$ cat src/verilog/vir_params.svh
// Purpose: Constants for the two-source vectored interrupt requester.
// Assumes: 10 MHz system clock.
// Notes:   Definitions only.
`ifndef VIR_PARAMS_SVH
`define VIR_PARAMS_SVH

// ==========================================================
// Register map (byte addresses)
`define RX_STATUS_OFS 8'h00
`define TX_STATUS_OFS 8'h04

// ==========================================================
// Field positions
`define RX_MC_BIT 15
`define RX_DONE_BIT 7
`define RX_IE_BIT 6
`define RX_MCIE_BIT 5
`define TX_DONE_BIT 7
`define TX_IE_BIT 6

// ==========================================================
// Reset values
`define FLAG_RST 1'b0
`define STATE_RST 3'h0

// ==========================================================
// Timing
`define CLK_PERIOD_NS 100
`define GRANT_DELAY_NS 50
`define RX_REQ_DELAY_NS 100
`define RING_QUAL_MS 10
`define GRANT_DELAY_CYC \
    ((`GRANT_DELAY_NS + `CLK_PERIOD_NS - 1) / `CLK_PERIOD_NS)
`define RX_REQ_DELAY_CYC \
    ((`RX_REQ_DELAY_NS + `CLK_PERIOD_NS - 1) / `CLK_PERIOD_NS)
`define RING_QUAL_CYC \
    ((`RING_QUAL_MS * 1000000) / `CLK_PERIOD_NS + 1)

// ==========================================================
// Widths
`define VEC_W 7
`define SW_W 6
`define LVL_N 4
`define CNT_W 4
`define RING_CNT_W 20

`endif

$ cat src/verilog/vir_pkg.sv
// Purpose: Types for the two-source vectored interrupt requester.
// Assumes: Constants come from vir_params.svh.
// Notes:   States, bus line bundles.
package vir_pkg;

    // ==========================================================
    // Handshake states
    typedef enum logic [2:0]
    {
        ST_IDLE   = 3'b000,
        ST_GRANT  = 3'b001,
        ST_SACK   = 3'b010,
        ST_MASTER = 3'b011,
        ST_DONE   = 3'b100
    } state_t;

    // ==========================================================
    // Shared bus lines as read back (low = asserted)
    typedef struct packed
    {
        logic bbsy_n;
        logic ssyn_n;
    } bus_in_t;

    // Open-drain enables (high = pulling the line low)
    typedef struct packed
    {
        logic [3:0] br;
        logic bbsy;
        logic sack;
        logic intr;
        logic [6:0] db;
    } od_t;

endpackage : vir_pkg

$ cat src/verilog/sync2.sv
// Purpose: Two-flop synchroniser for pin inputs.
// Assumes: Inputs are slow static or handshake levels.
// Notes:   Only the second stage is visible.
`timescale 1ns/1ps
module sync2 #(
    parameter int W = 1
) (
    // Clock and reset
    input wire logic i_sys_clk,
    input wire logic i_rst,
    input wire logic i_ce,
    // Data
    input wire logic [W-1:0] i_d,
    output logic [W-1:0] o_q
);

    logic [W-1:0] meta_q;

    // ==========================================================
    // Two stages
    always_ff @(posedge i_sys_clk or posedge i_rst)
    begin
        if (i_rst)
        begin
            meta_q <= '0;
            o_q <= '0;
        end
        else if (i_ce)
        begin
            meta_q <= i_d;
            o_q <= meta_q;
        end
    end

endmodule : sync2

$ cat src/verilog/ring_qualifier.sv
// Purpose: Pulse when the ring line has stayed high past a minimum time.
// Assumes: Input already synchronised.
// Notes:   One pulse per qualified ring; counter saturates.
`timescale 1ns/1ps
`include "vir_params.svh"
module ring_qualifier #(
    parameter int unsigned QUAL_CYC = `RING_QUAL_CYC
) (
    // Clock and reset
    input wire logic i_sys_clk,
    input wire logic i_rst,
    input wire logic i_ce,
    // Ring level and qualified event
    input wire logic i_ring,
    output logic o_ring_event
);

    logic [`RING_CNT_W-1:0] cnt_q;
    wire logic [`RING_CNT_W-1:0] limit = QUAL_CYC[`RING_CNT_W-1:0];
    wire logic hit = (cnt_q == limit);

    // ==========================================================
    // Count high time, fire once on reaching the limit
    always_ff @(posedge i_sys_clk or posedge i_rst)
    begin
        if (i_rst)
        begin
            cnt_q <= '0;
            o_ring_event <= 1'b0;
        end
        else if (i_ce)
        begin
            if (!i_ring)
                cnt_q <= '0;
            else if (!hit)
                cnt_q <= cnt_q + 1'b1;
            o_ring_event <= i_ring && (cnt_q == limit - 1'b1);
        end
    end

endmodule : ring_qualifier

$ cat src/verilog/vir_top.sv
// Purpose: Two-source vectored interrupt requester with status registers.
// Assumes: Classic Wishbone slave; shared bus lines are open drain.
// Notes:   No DMA path; one request level chosen by a static input.
// Function
// - Vector bits 8..3 from six settings, bit 2 by logic, bits 1,0 zero.
// - Setting on drives the vector bit as one; off leaves it undriven.
// - Data lines are inverted: low is logical one.
// - Receiver service gives vector ending 0, transmitter ending 4.
// - Both sources share one request level.
// - Receiver wins when both sources request together.
// - Only the chosen level is requested; other grants pass through.
// - Chosen-level grant forwarded when idle, absorbed when requesting.
// - Only slave register transfers and interrupts; never DMA.
// - Transmit request is done flag AND transmit enable.
// - Transmit done sets when the transmit buffer frees.
// - Receive request: done AND enable, or modem change AND enable.
// - Receive request held off while receive status is read.
// - Receive request reaches its capture flop after about 100 ns.
// - Receive done sets on character load while receiver active.
// - Modem change sets on any CTS edge or ring high over 10 ms.
// - Vector drivers enabled only once bus busy is owned.
// - After grant wait two cycles (200 ns, over 50 ns), assert SACK, drop request.
// - On bus free: take busy, drop SACK, latch bit 2, interrupt.
// - On slave sync: release bus, lock the serviced request flop.
//
// The register addresses and the Wishbone interface to the registers were decided locally.
`timescale 1ns/1ps
`include "vir_params.svh"
module vir_top
    import vir_pkg::*;
#(
    parameter int unsigned RING_QUAL_CYC = `RING_QUAL_CYC
) (
    // Clock, reset, enable
    input wire logic i_sys_clk,
    input wire logic i_rst,
    input wire logic i_ce,
    // Wishbone slave
    input wire logic i_wb_cyc,
    input wire logic i_wb_stb,
    input wire logic i_wb_we,
    input wire logic [7:0] i_wb_adr,
    input wire logic [3:0] i_wb_sel,
    input wire logic [31:0] i_wb_dat,
    output logic [31:0] o_wb_dat,
    output logic o_wb_ack,
    // Serial datapath events (same clock)
    input wire logic i_rx_active,
    input wire logic i_rx_char_load,
    input wire logic i_rx_buf_read,
    input wire logic i_tx_buf_free,
    input wire logic i_tx_buf_load,
    // Modem pins
    input wire logic i_cts,
    input wire logic i_ring,
    // Static settings
    input wire logic [`SW_W-1:0] i_vector_sw,
    input wire logic [1:0] i_level_sel,
    // Shared interrupt bus
    input wire logic [`LVL_N-1:0] i_grant_chain_in,
    output logic [`LVL_N-1:0] o_grant_chain_out,
    input wire bus_in_t i_bus_in,
    input wire od_t i_od_in,
    output od_t o_od_o,
    output od_t o_od_oe
);

    // ==========================================================
    // Pin synchronisers
    logic [`LVL_N-1:0] grant_s;
    logic [`SW_W-1:0] sw_s;
    logic [1:0] lvl_s;
    logic bbsy_n_s;
    logic ssyn_n_s;
    logic cts_s;
    logic ring_s;
    logic ring_event;

    sync2 #(.W(`LVL_N + `SW_W + 6)) u_sync (
        .i_sys_clk(i_sys_clk),
        .i_rst(i_rst),
        .i_ce(i_ce),
        .i_d({i_grant_chain_in, i_vector_sw, i_level_sel,
              i_bus_in.bbsy_n, i_bus_in.ssyn_n, i_cts, i_ring}),
        .o_q({grant_s, sw_s, lvl_s, bbsy_n_s, ssyn_n_s, cts_s, ring_s})
    );

    ring_qualifier #(.QUAL_CYC(RING_QUAL_CYC)) u_ring (
        .i_sys_clk(i_sys_clk),
        .i_rst(i_rst),
        .i_ce(i_ce),
        .i_ring(ring_s),
        .o_ring_event(ring_event)
    );

    // ==========================================================
    // Register state
    logic rx_done_flag_q;
    logic rx_int_enable_q;
    logic modem_change_int_enable_q;
    logic modem_change_flag_q;
    logic tx_done_flag_q;
    logic tx_int_enable_q;
    logic cts_d1_q;
    logic o_ack_q;
    logic [31:0] rdata_q;

    // ==========================================================
    // Bus decode
    function automatic logic hit_ofs(input logic [7:0] a,
                                     input logic [7:0] ofs);
        hit_ofs = (a == ofs);
    endfunction : hit_ofs

    wire logic wb_req = i_wb_cyc && i_wb_stb && !o_ack_q;
    wire logic sel_rx = hit_ofs(i_wb_adr, `RX_STATUS_OFS);
    wire logic sel_tx = hit_ofs(i_wb_adr, `TX_STATUS_OFS);
    wire logic wr_rx = wb_req && i_wb_we && sel_rx;
    wire logic wr_tx = wb_req && i_wb_we && sel_tx;
    wire logic rx_status_read_strobe = wb_req && !i_wb_we && sel_rx;
    wire logic lane0 = i_wb_sel[0];
    wire logic lane1 = i_wb_sel[1];

    // Read data views
    wire logic [31:0] rx_view = {16'h0000, modem_change_flag_q, 7'h00,
        rx_done_flag_q, rx_int_enable_q, modem_change_int_enable_q,
        5'h00};
    wire logic [31:0] tx_view = {24'h000000, tx_done_flag_q,
        tx_int_enable_q, 6'h00};
    wire logic [31:0] rdata_d = sel_rx ? rx_view :
                                sel_tx ? tx_view : 32'h00000000;

    // Flag events; a set in the clearing cycle wins
    wire logic cts_edge = cts_s ^ cts_d1_q;
    wire logic mc_set = cts_edge || ring_event;
    wire logic mc_clr = wr_rx && lane1 && i_wb_dat[`RX_MC_BIT];
    wire logic rx_set = i_rx_active && i_rx_char_load;

    // ==========================================================
    // Wishbone answer: one cycle after the request
    always_ff @(posedge i_sys_clk or posedge i_rst)
    begin
        if (i_rst)
        begin
            o_ack_q <= 1'b0;
            rdata_q <= 32'h00000000;
        end
        else if (i_ce)
        begin
            o_ack_q <= wb_req;
            rdata_q <= wb_req ? rdata_d : 32'h00000000;
        end
    end

    assign o_wb_ack = o_ack_q;
    assign o_wb_dat = rdata_q;

    // ==========================================================
    // Status and enable bits
    always_ff @(posedge i_sys_clk or posedge i_rst)
    begin
        if (i_rst)
        begin
            rx_done_flag_q <= `FLAG_RST;
            rx_int_enable_q <= `FLAG_RST;
            modem_change_int_enable_q <= `FLAG_RST;
            modem_change_flag_q <= `FLAG_RST;
            tx_done_flag_q <= `FLAG_RST;
            tx_int_enable_q <= `FLAG_RST;
            cts_d1_q <= 1'b0;
        end
        else if (i_ce)
        begin
            cts_d1_q <= cts_s;
            if (wr_rx && lane0)
            begin
                rx_int_enable_q <= i_wb_dat[`RX_IE_BIT];
                modem_change_int_enable_q <= i_wb_dat[`RX_MCIE_BIT];
            end
            if (wr_tx && lane0)
                tx_int_enable_q <= i_wb_dat[`TX_IE_BIT];
            if (rx_set)
                rx_done_flag_q <= 1'b1;
            else if (i_rx_buf_read)
                rx_done_flag_q <= 1'b0;
            if (mc_set)
                modem_change_flag_q <= 1'b1;
            else if (mc_clr)
                modem_change_flag_q <= 1'b0;
            if (i_tx_buf_free)
                tx_done_flag_q <= 1'b1;
            else if (i_tx_buf_load)
                tx_done_flag_q <= 1'b0;
        end
    end

    // ==========================================================
    // Source requests
    wire logic tx_req = tx_done_flag_q && tx_int_enable_q;
    wire logic rx_req_raw = ((rx_done_flag_q && rx_int_enable_q) ||
        (modem_change_flag_q && modem_change_int_enable_q))
        && !rx_status_read_strobe;
    logic [`CNT_W-1:0] rx_dly_q;
    wire logic rx_req = rx_dly_q[`RX_REQ_DELAY_CYC-1];
    // Delay line for the receive request
    always_ff @(posedge i_sys_clk or posedge i_rst)
    begin
        if (i_rst)
            rx_dly_q <= '0;
        else if (i_ce)
            rx_dly_q <= {rx_dly_q[`CNT_W-2:0], rx_req_raw};
    end

    // ==========================================================
    // Request capture and hold-set locks
    state_t state_q;
    logic req_a_q;
    logic req_b_q;
    logic vector_bit2_latch_q;
    logic [`CNT_W-1:0] gcnt_q;
    wire logic rx_pend = rx_req && !req_a_q;
    wire logic tx_pend = tx_req && !req_b_q;
    wire logic requesting = rx_pend || tx_pend;
    wire logic lock = (state_q == ST_MASTER) && !ssyn_n_s;
    wire logic grant_mine = grant_s[lvl_s];
    always_ff @(posedge i_sys_clk or posedge i_rst)
    begin
        if (i_rst)
        begin
            req_a_q <= `FLAG_RST;
            req_b_q <= `FLAG_RST;
        end
        else if (i_ce)
        begin
            if (lock && vector_bit2_latch_q)
                req_a_q <= 1'b1;
            else if (!rx_req)
                req_a_q <= 1'b0;
            if (lock && !vector_bit2_latch_q)
                req_b_q <= 1'b1;
            else if (!tx_req)
                req_b_q <= 1'b0;
        end
    end

    // ==========================================================
    // Bus handshake sequencer
    state_t state_d;
    wire logic gdone = (gcnt_q == `CNT_W'(`GRANT_DELAY_CYC));
    wire logic bus_free = bbsy_n_s && ssyn_n_s && !grant_mine;
    // Bit 2 choice, fresh on the edge the bus is won
    wire logic bit2_sel_d = (state_q == ST_SACK && bus_free) ? rx_pend :
        vector_bit2_latch_q;
    always_comb
    begin
        state_d = state_q;
        case (state_q)
            ST_IDLE:
                if (requesting && grant_mine)
                    state_d = ST_GRANT;
            ST_GRANT:
                if (gdone)
                    state_d = ST_SACK;
            ST_SACK:
                if (bus_free)
                    state_d = ST_MASTER;
            ST_MASTER:
                if (!ssyn_n_s)
                    state_d = ST_DONE;
            ST_DONE:
                if (ssyn_n_s)
                    state_d = ST_IDLE;
            default:
                state_d = ST_IDLE;
        endcase
    end

    always_ff @(posedge i_sys_clk or posedge i_rst)
    begin
        if (i_rst)
        begin
            state_q <= state_t'(`STATE_RST);
            gcnt_q <= '0;
            vector_bit2_latch_q <= 1'b0;
        end
        else if (i_ce)
        begin
            state_q <= state_d;
            gcnt_q <= (state_q == ST_GRANT) ? gcnt_q + 1'b1 : '0;
            vector_bit2_latch_q <= bit2_sel_d;
        end
    end

    // ==========================================================
    // Line drive: no DMA line exists, only BR, SACK, BBSY, INTR, data
    od_t oe_d;
    wire logic master = (state_d == ST_MASTER);
    wire logic br_on = requesting &&
        (state_d == ST_IDLE || state_d == ST_GRANT);
    always_comb
    begin
        oe_d = '0;
        oe_d.br[lvl_s] = br_on;
        oe_d.sack = (state_d == ST_SACK);
        oe_d.bbsy = master;
        oe_d.intr = master;
        // Vector bits 8..3 pulled low where the setting is on
        oe_d.db[6:1] = master ? sw_s : '0;
        // Bit 2 pulled low (logical one) only for transmitter
        oe_d.db[0] = master && !bit2_sel_d;
    end

    // Grant chain: others pass, mine only when not requesting
    logic [`LVL_N-1:0] gout_d;
    always_comb
    begin
        gout_d = grant_s;
        gout_d[lvl_s] = grant_mine && !requesting &&
            (state_q == ST_IDLE);
    end
    always_ff @(posedge i_sys_clk or posedge i_rst)
    begin
        if (i_rst)
        begin
            o_od_oe <= '0;
            o_od_o <= '0;
            o_grant_chain_out <= '0;
        end
        else if (i_ce)
        begin
            o_od_oe <= oe_d;
            o_od_o <= '0;
            o_grant_chain_out <= gout_d;
        end
    end

endmodule : vir_top

$ cat config.mk
export PLATFORM = sky130hd
export DESIGN_NAME = vir_top
export DESIGN_NICKNAME = d
export VERILOG_FILES = /design/src/verilog/vir_pkg.sv /design/src/verilog/sync2.sv /design/src/verilog/ring_qualifier.sv /design/src/verilog/vir_top.sv
export VERILOG_INCLUDE_DIRS = /design/src /design/src/verilog
export SDC_FILE = /design/constraint.sdc
export NUM_CORES = 1
export LEC_CHECK = 0
export BUFFER_PORTS_ARGS = -buffer_cell sky130_fd_sc_hd__buf_2
export CAP_MARGIN = 20
export CORE_MARGIN = 1.5
export CORE_UTILIZATION = 38
export CTS_BUF_LIST = sky130_fd_sc_hd__clkbuf_2 sky130_fd_sc_hd__clkbuf_4 sky130_fd_sc_hd__clkbuf_8
export DETAILED_ROUTE_END_ITERATION = 16
export SETUP_SLACK_MARGIN = 0.05
export SLEW_MARGIN = 20
export SYNTH_ARGS = -nofsm -noshare
export SYNTH_HDL_FRONTEND = slang
export SYNTH_SLANG_ARGS = --single-unit
$ cat constraint.sdc
create_clock -name i_sys_clk -period 6.65 [get_ports i_sys_clk]
set_clock_uncertainty 0.05 [all_clocks]
set_input_delay 0.665 -clock i_sys_clk [delete_from_list [all_inputs] [get_ports i_sys_clk]]
set_output_delay 0.665 -clock i_sys_clk [all_outputs]
set_load 0.02 [all_outputs]
# --- After elaboration in Yosys (flattened, before gate mapping) ---
# Cells that the tools add are included.
op_classes:
  n_reduce_logical: 59
  n_mux: 29
  n_lt_le_gt_ge: 2
  eq_ne: 14
  addsub: 2
  bitwise_logic: 2
op_table:
  columns: ["cell", "count"]
  rows:
  - ["== test 20 x 17 -> 1 bit, second input constant", 2]
  - ["two-way mux 20 bit", 2]
  - ["two-way mux 16 bit", 2]
  - ["logical AND 1 bit", 31]
  - ["adder 20 x 1 -> 20 bit, second input constant", 1]
  - ["AND reduction 2 bit", 8]
  - ["two-way mux 3 bit", 5]
  - ["one-hot mux 3 bit (5 select lines)", 1]
  - ["two-way mux 1 bit", 13]
  - ["== test 3 x 2 -> 1 bit, second input constant", 4]
  - ["zero test 1 bit", 10]
  - ["== test 8 x 3 -> 1 bit, second input constant", 1]
  - ["zero test 8 bit", 1]
  - ["two-way mux 8 bit", 1]
  - ["== test 3 x 1 -> 1 bit, second input constant", 2]
  - ["zero test 3 bit", 2]
  - ["two-way mux 6 bit", 1]
  - ["nonzero test 2 bit", 3]
  - ["adder 4 x 1 -> 4 bit, second input constant", 1]
  - ["bitwise AND 4 bit", 1]
  - ["bitwise mux 4 bit", 1]
  - ["== test 4 x 1 -> 1 bit, second input constant", 1]
  - ["logical OR 1 bit", 4]
  - ["two-way mux 4 bit", 1]
  - ["other kinds (8)", 9]
totals:
  register_bits: 121
  out_inout_bits: 65

# --- Longest topological paths before layout ---
logic_depth:
  word_depth: 10
  mapped_depth: 7

# --- Modules after synthesis ---
# From an unflattened synthesis, not the netlist that was laid out.
unflattened:
  hier_cells: 431
  hier_area_um2: 4843.4
by_module_without_submodules:
  columns: ["module", "cells_each", "seq_area_each_um2", "n_inst", "area_each_um2"]
  rows:
  - ["vir_top", 215, 1001.0, 1, 2238.4]
  - ["sync2", 69, 800.8, 1, 1348.8]
  - ["ring_qualifier", 147, 525.5, 1, 1256.2]

# --- Worst setup path before layout ---
# OpenSTA, ideal clock, no wires.
synth_path:
  path_type: "input -> register"
  from: "input i_wb_adr[5]"
  to: "register modem_change_int_enable_q"
  slack_ns: 4.627
  arrival_time_ns: 1.848
  cell_stages: 4
  cell_sequence: "nor4_1 -> and3_1 -> nor4b_1 -> mux2_2"
synth_via:
  elab_chain_len: 4
synth_lines:
  columns: ["item", "line", "source"]
  rows:
  - ["start, declared", "vir_top.sv:42", "input wire logic [7:0] i_wb_adr,"]
  - ["zero test 8 bit", "vir_top.sv:112", "hit_ofs = (a == ofs);"]
  - ["logical AND 1 bit", "vir_top.sv:118", "wire logic wr_rx = wb_req && i_wb_we && sel_rx;"]
  - ["logical AND 1 bit", "vir_top.sv:175", "if (wr_rx && lane0)"]
  - ["AND reduction 2 bit (no line)", null, null]
  - ["end signal, assigned", "vir_top.sv:166", "modem_change_int_enable_q <= `FLAG_RST;"]
  - ["end signal, assigned", "vir_top.sv:178", "modem_change_int_enable_q <= i_wb_dat[`RX_MCIE_BIT];"]
  - ["end, declared", "vir_top.sv:100", "logic modem_change_int_enable_q;"]
# No other way between the ends.
# A chain may end at the register's enable or synchronous reset.

# --- Final worst setup path ---
layout_path:
  from: "input i_ce"
  to: "register modem_change_int_enable_q"
layout_via:
  elab_chain_len: 1
layout_lines:
  columns: ["item", "line", "source"]
  rows:
  - ["start, declared", "vir_top.sv:37", "input wire logic i_ce,"]
  - ["AND reduction 2 bit (no line)", null, null]
# No other way between the ends.

==> out/metrics.csv <==
metric,value,unit
status,finished clean,
use_met2,22.95,%
synth_warnings,0,
htree_levels,3,
setup_tns,0,ps
hold_slack,315.9,ps
use_met3,3.589,%
routabilityCongestion,0.7881,
endpoint_kind,flip-flop,
yosysMostFrequentCell,dfrtp_1,
first_iter_violations,77,
crit_path_frequent_cell,buf_4,
r2r_start,u_ring.cnt_q[2],
grt.overflow.total,0,
multi_input_area,1988,sq um
critical-path-max-stage-delay,570,ps
vdd_drop_max,0.1464,mV
crit_family,buffers and inverters,
start_util,38.64,%
yosysTopAreaCell,dfrtp_1,
grt_max_degree,59,
clock_path_buffers,2,
clock.fmax,367.7,MHz
dr.pass1.iters,4,
worst_pin_slew,837.3,ps
n_antenna_cell,0,
worstPathMaxFanout,49,
post_cts_resized,0,
place_ws,3544,ps
path_cells,buf_2 > buf_4 > clkinv_1 > buf_4 > nor4b_1 > mux2_2,
synth-edff-count,0,
cts_hold_buf,0,
slowest_stage,buf_4,
grt_busiest_layer,met2,
vias_per_cell,5.055,
dpl.hpwl,5738,um
yosysTopAreaCellShare,50.35,%
synth_area_leaders,"dfrtp_1, mux2_2, buf_4",
use_met1,18.78,%
grt_pass1_vias,3032,
drive_above_1_share,25.83,%
wire_per_inst,13.38,um
core,11960,sq um
vias,3190,
grt_pass1_wl,14610,um
placed_area,4882,sq um
die_x,113.3,um
crit_buf_inv,4,
finalHoldViolCount,0,
cts_tree,done,
num_io_pins,150,
p_leak,0.002435,uW
synth-seq-area-share,50.35,%
synth_common_cells,"dfrtp_1, buf_4, mux2_2",
syn_inst,425,
layout.nets,569,
finish.utilization,42.52,%
ant_nets,0,
drcViolationCount,0,
start_kind,primary input,
die_h,113.3,um
design_area,5086,sq um
fill_cells,1153,
period_needed,2719,ps
clkLatencyLatePin,350,ps
fin_crit_sh,40.89,%
synth_area_per_cell,10.88,sq um
synthToLayoutAreaGrowth,10.04,%
cts_buffers,9,
postCtsSetupRepairBufs,0,
rsz0062_at_grt,no,
synth-async-reset-ratio,100.0,%
drt_wl_total,8443,um
arrival,2910,ps
cp.required,6840,ps
port_buffers,62,
crit_type,primary input to flip-flop,
ys_ff_latch,93,
synth_ff_type,dfrtp_1,
synthesis.area,4622,sq um
maxCapViolCount,0,
startpoint,i_ce,
synthDistinctLibCells,59,
num_rows,40,
drv_slew,0,
clk_pin_slew,90,ps
cts_root_buffer,clkbuf_8,
p_per_area,266.7,nW/um^2
grtUsageTotal,14.17,%
cts.sinks,93,
regArea,2327,sq um
finalSetupViolCount,0,
worstHoldPathType,primary input to asynchronous set/reset pin,
antenna_found_initial,0,
setup_ws,3931,ps
dieArea,12830,sq um
relSlewSlack,44.17,%
==> per-layer routing <==
metal	part of all wire, %	vias up
li1	-	1550
met1	47	1556
met2	48	80
met3	4.2	4
met4	0.70	0
met5	0	-
==> sequential cells by signal, indices dropped and copies added (netlist names), 3 cells and up <==
name / count
o_wb_dat: 4
u_sync.o_q: 16
gcnt_q: 4
o_od_oe: 13
u_sync.meta_q: 16
state_q: 3
u_ring.cnt_q: 20
o_grant_chain_out: 4
==> worst paths after layout <==
| path | cells past startpoint | slack (ps) | to |
|---|---|---|---|
| min | 2 | 320 | u_sync.meta_q[0] |
| max reg2reg | 5 | 4380 | u_ring.cnt_q[18] |
| min reg2reg | 1 | 440 | gcnt_q[3] |
| max | 6 | 3930 | modem_change_int_enable_q |
| max in group asynchronous | 3 | 5110 | o_od_oe[5] |
| min in group i_sys_clk | 1 | 440 | gcnt_q[3] |
==> placed cells by master, fill, tap and decap left out, types with 3 or more instances in the layout <==
master	instances
dfrtp_1	93
buf_2	62
conb_1	42
mux2_2	36
nand2_1	33
nor2_1	21
o21ai_0	16
a22o_1	16
nand3_1	12
inv_1	11
a21oi_1	10
nor3_1	10
clkbuf_8	10
mux2i_1	8
nand4_1	7
a21o_1	6
nand2b_1	5
and3_1	5
ha_1	5
o2bb2ai_1	4
o41ai_1	4
nor4b_1	4
o31ai_1	4
and4_1	4
nor2b_1	3
nor4_1	3
a31oi_1	3
buf_4	3
==> area by class of cell <==
cell class	count	area share, %
Tap cell	147	3.616
Clock inverter	5	1.156
Multi-Input combinational cell	297	39.09
Clock buffer	11	2.854
Timing Repair Buffer	65	6.544
Sequential cell	93	45.76
Inverter	13	0.9840
==> stage by stage <==
step | instances | power, uW
6_report | 631 | 1356
3_5_place_dp | 615 | 985.9
4_1_cts | 631 | 1381
3_3_place_gp | 615 | 977.1
2_1_floorplan | 466 | 929.7
5_1_grt | 631 | 1449
==> where the power goes <==
group          leakage (uW)  switching, uW  internal, uW  total, uW
registers           0.00120           59.3           631        690
clock network     0.0000994            196           189        385
logic               0.00114            165           116        281
total               0.00243            420           936       1360
==> logic make-up after synthesis <==
kind of cell    share of synthesized area (%)
simple gates                            13.83
flops                                   50.35
other cells                           0.08113
compound gates                          12.53
buf+inv                                 9.962
fa+ha+maj                               1.354
xor+xnor                               0.5686
mux                                     11.32
Power figures use the tool's default switching activity.
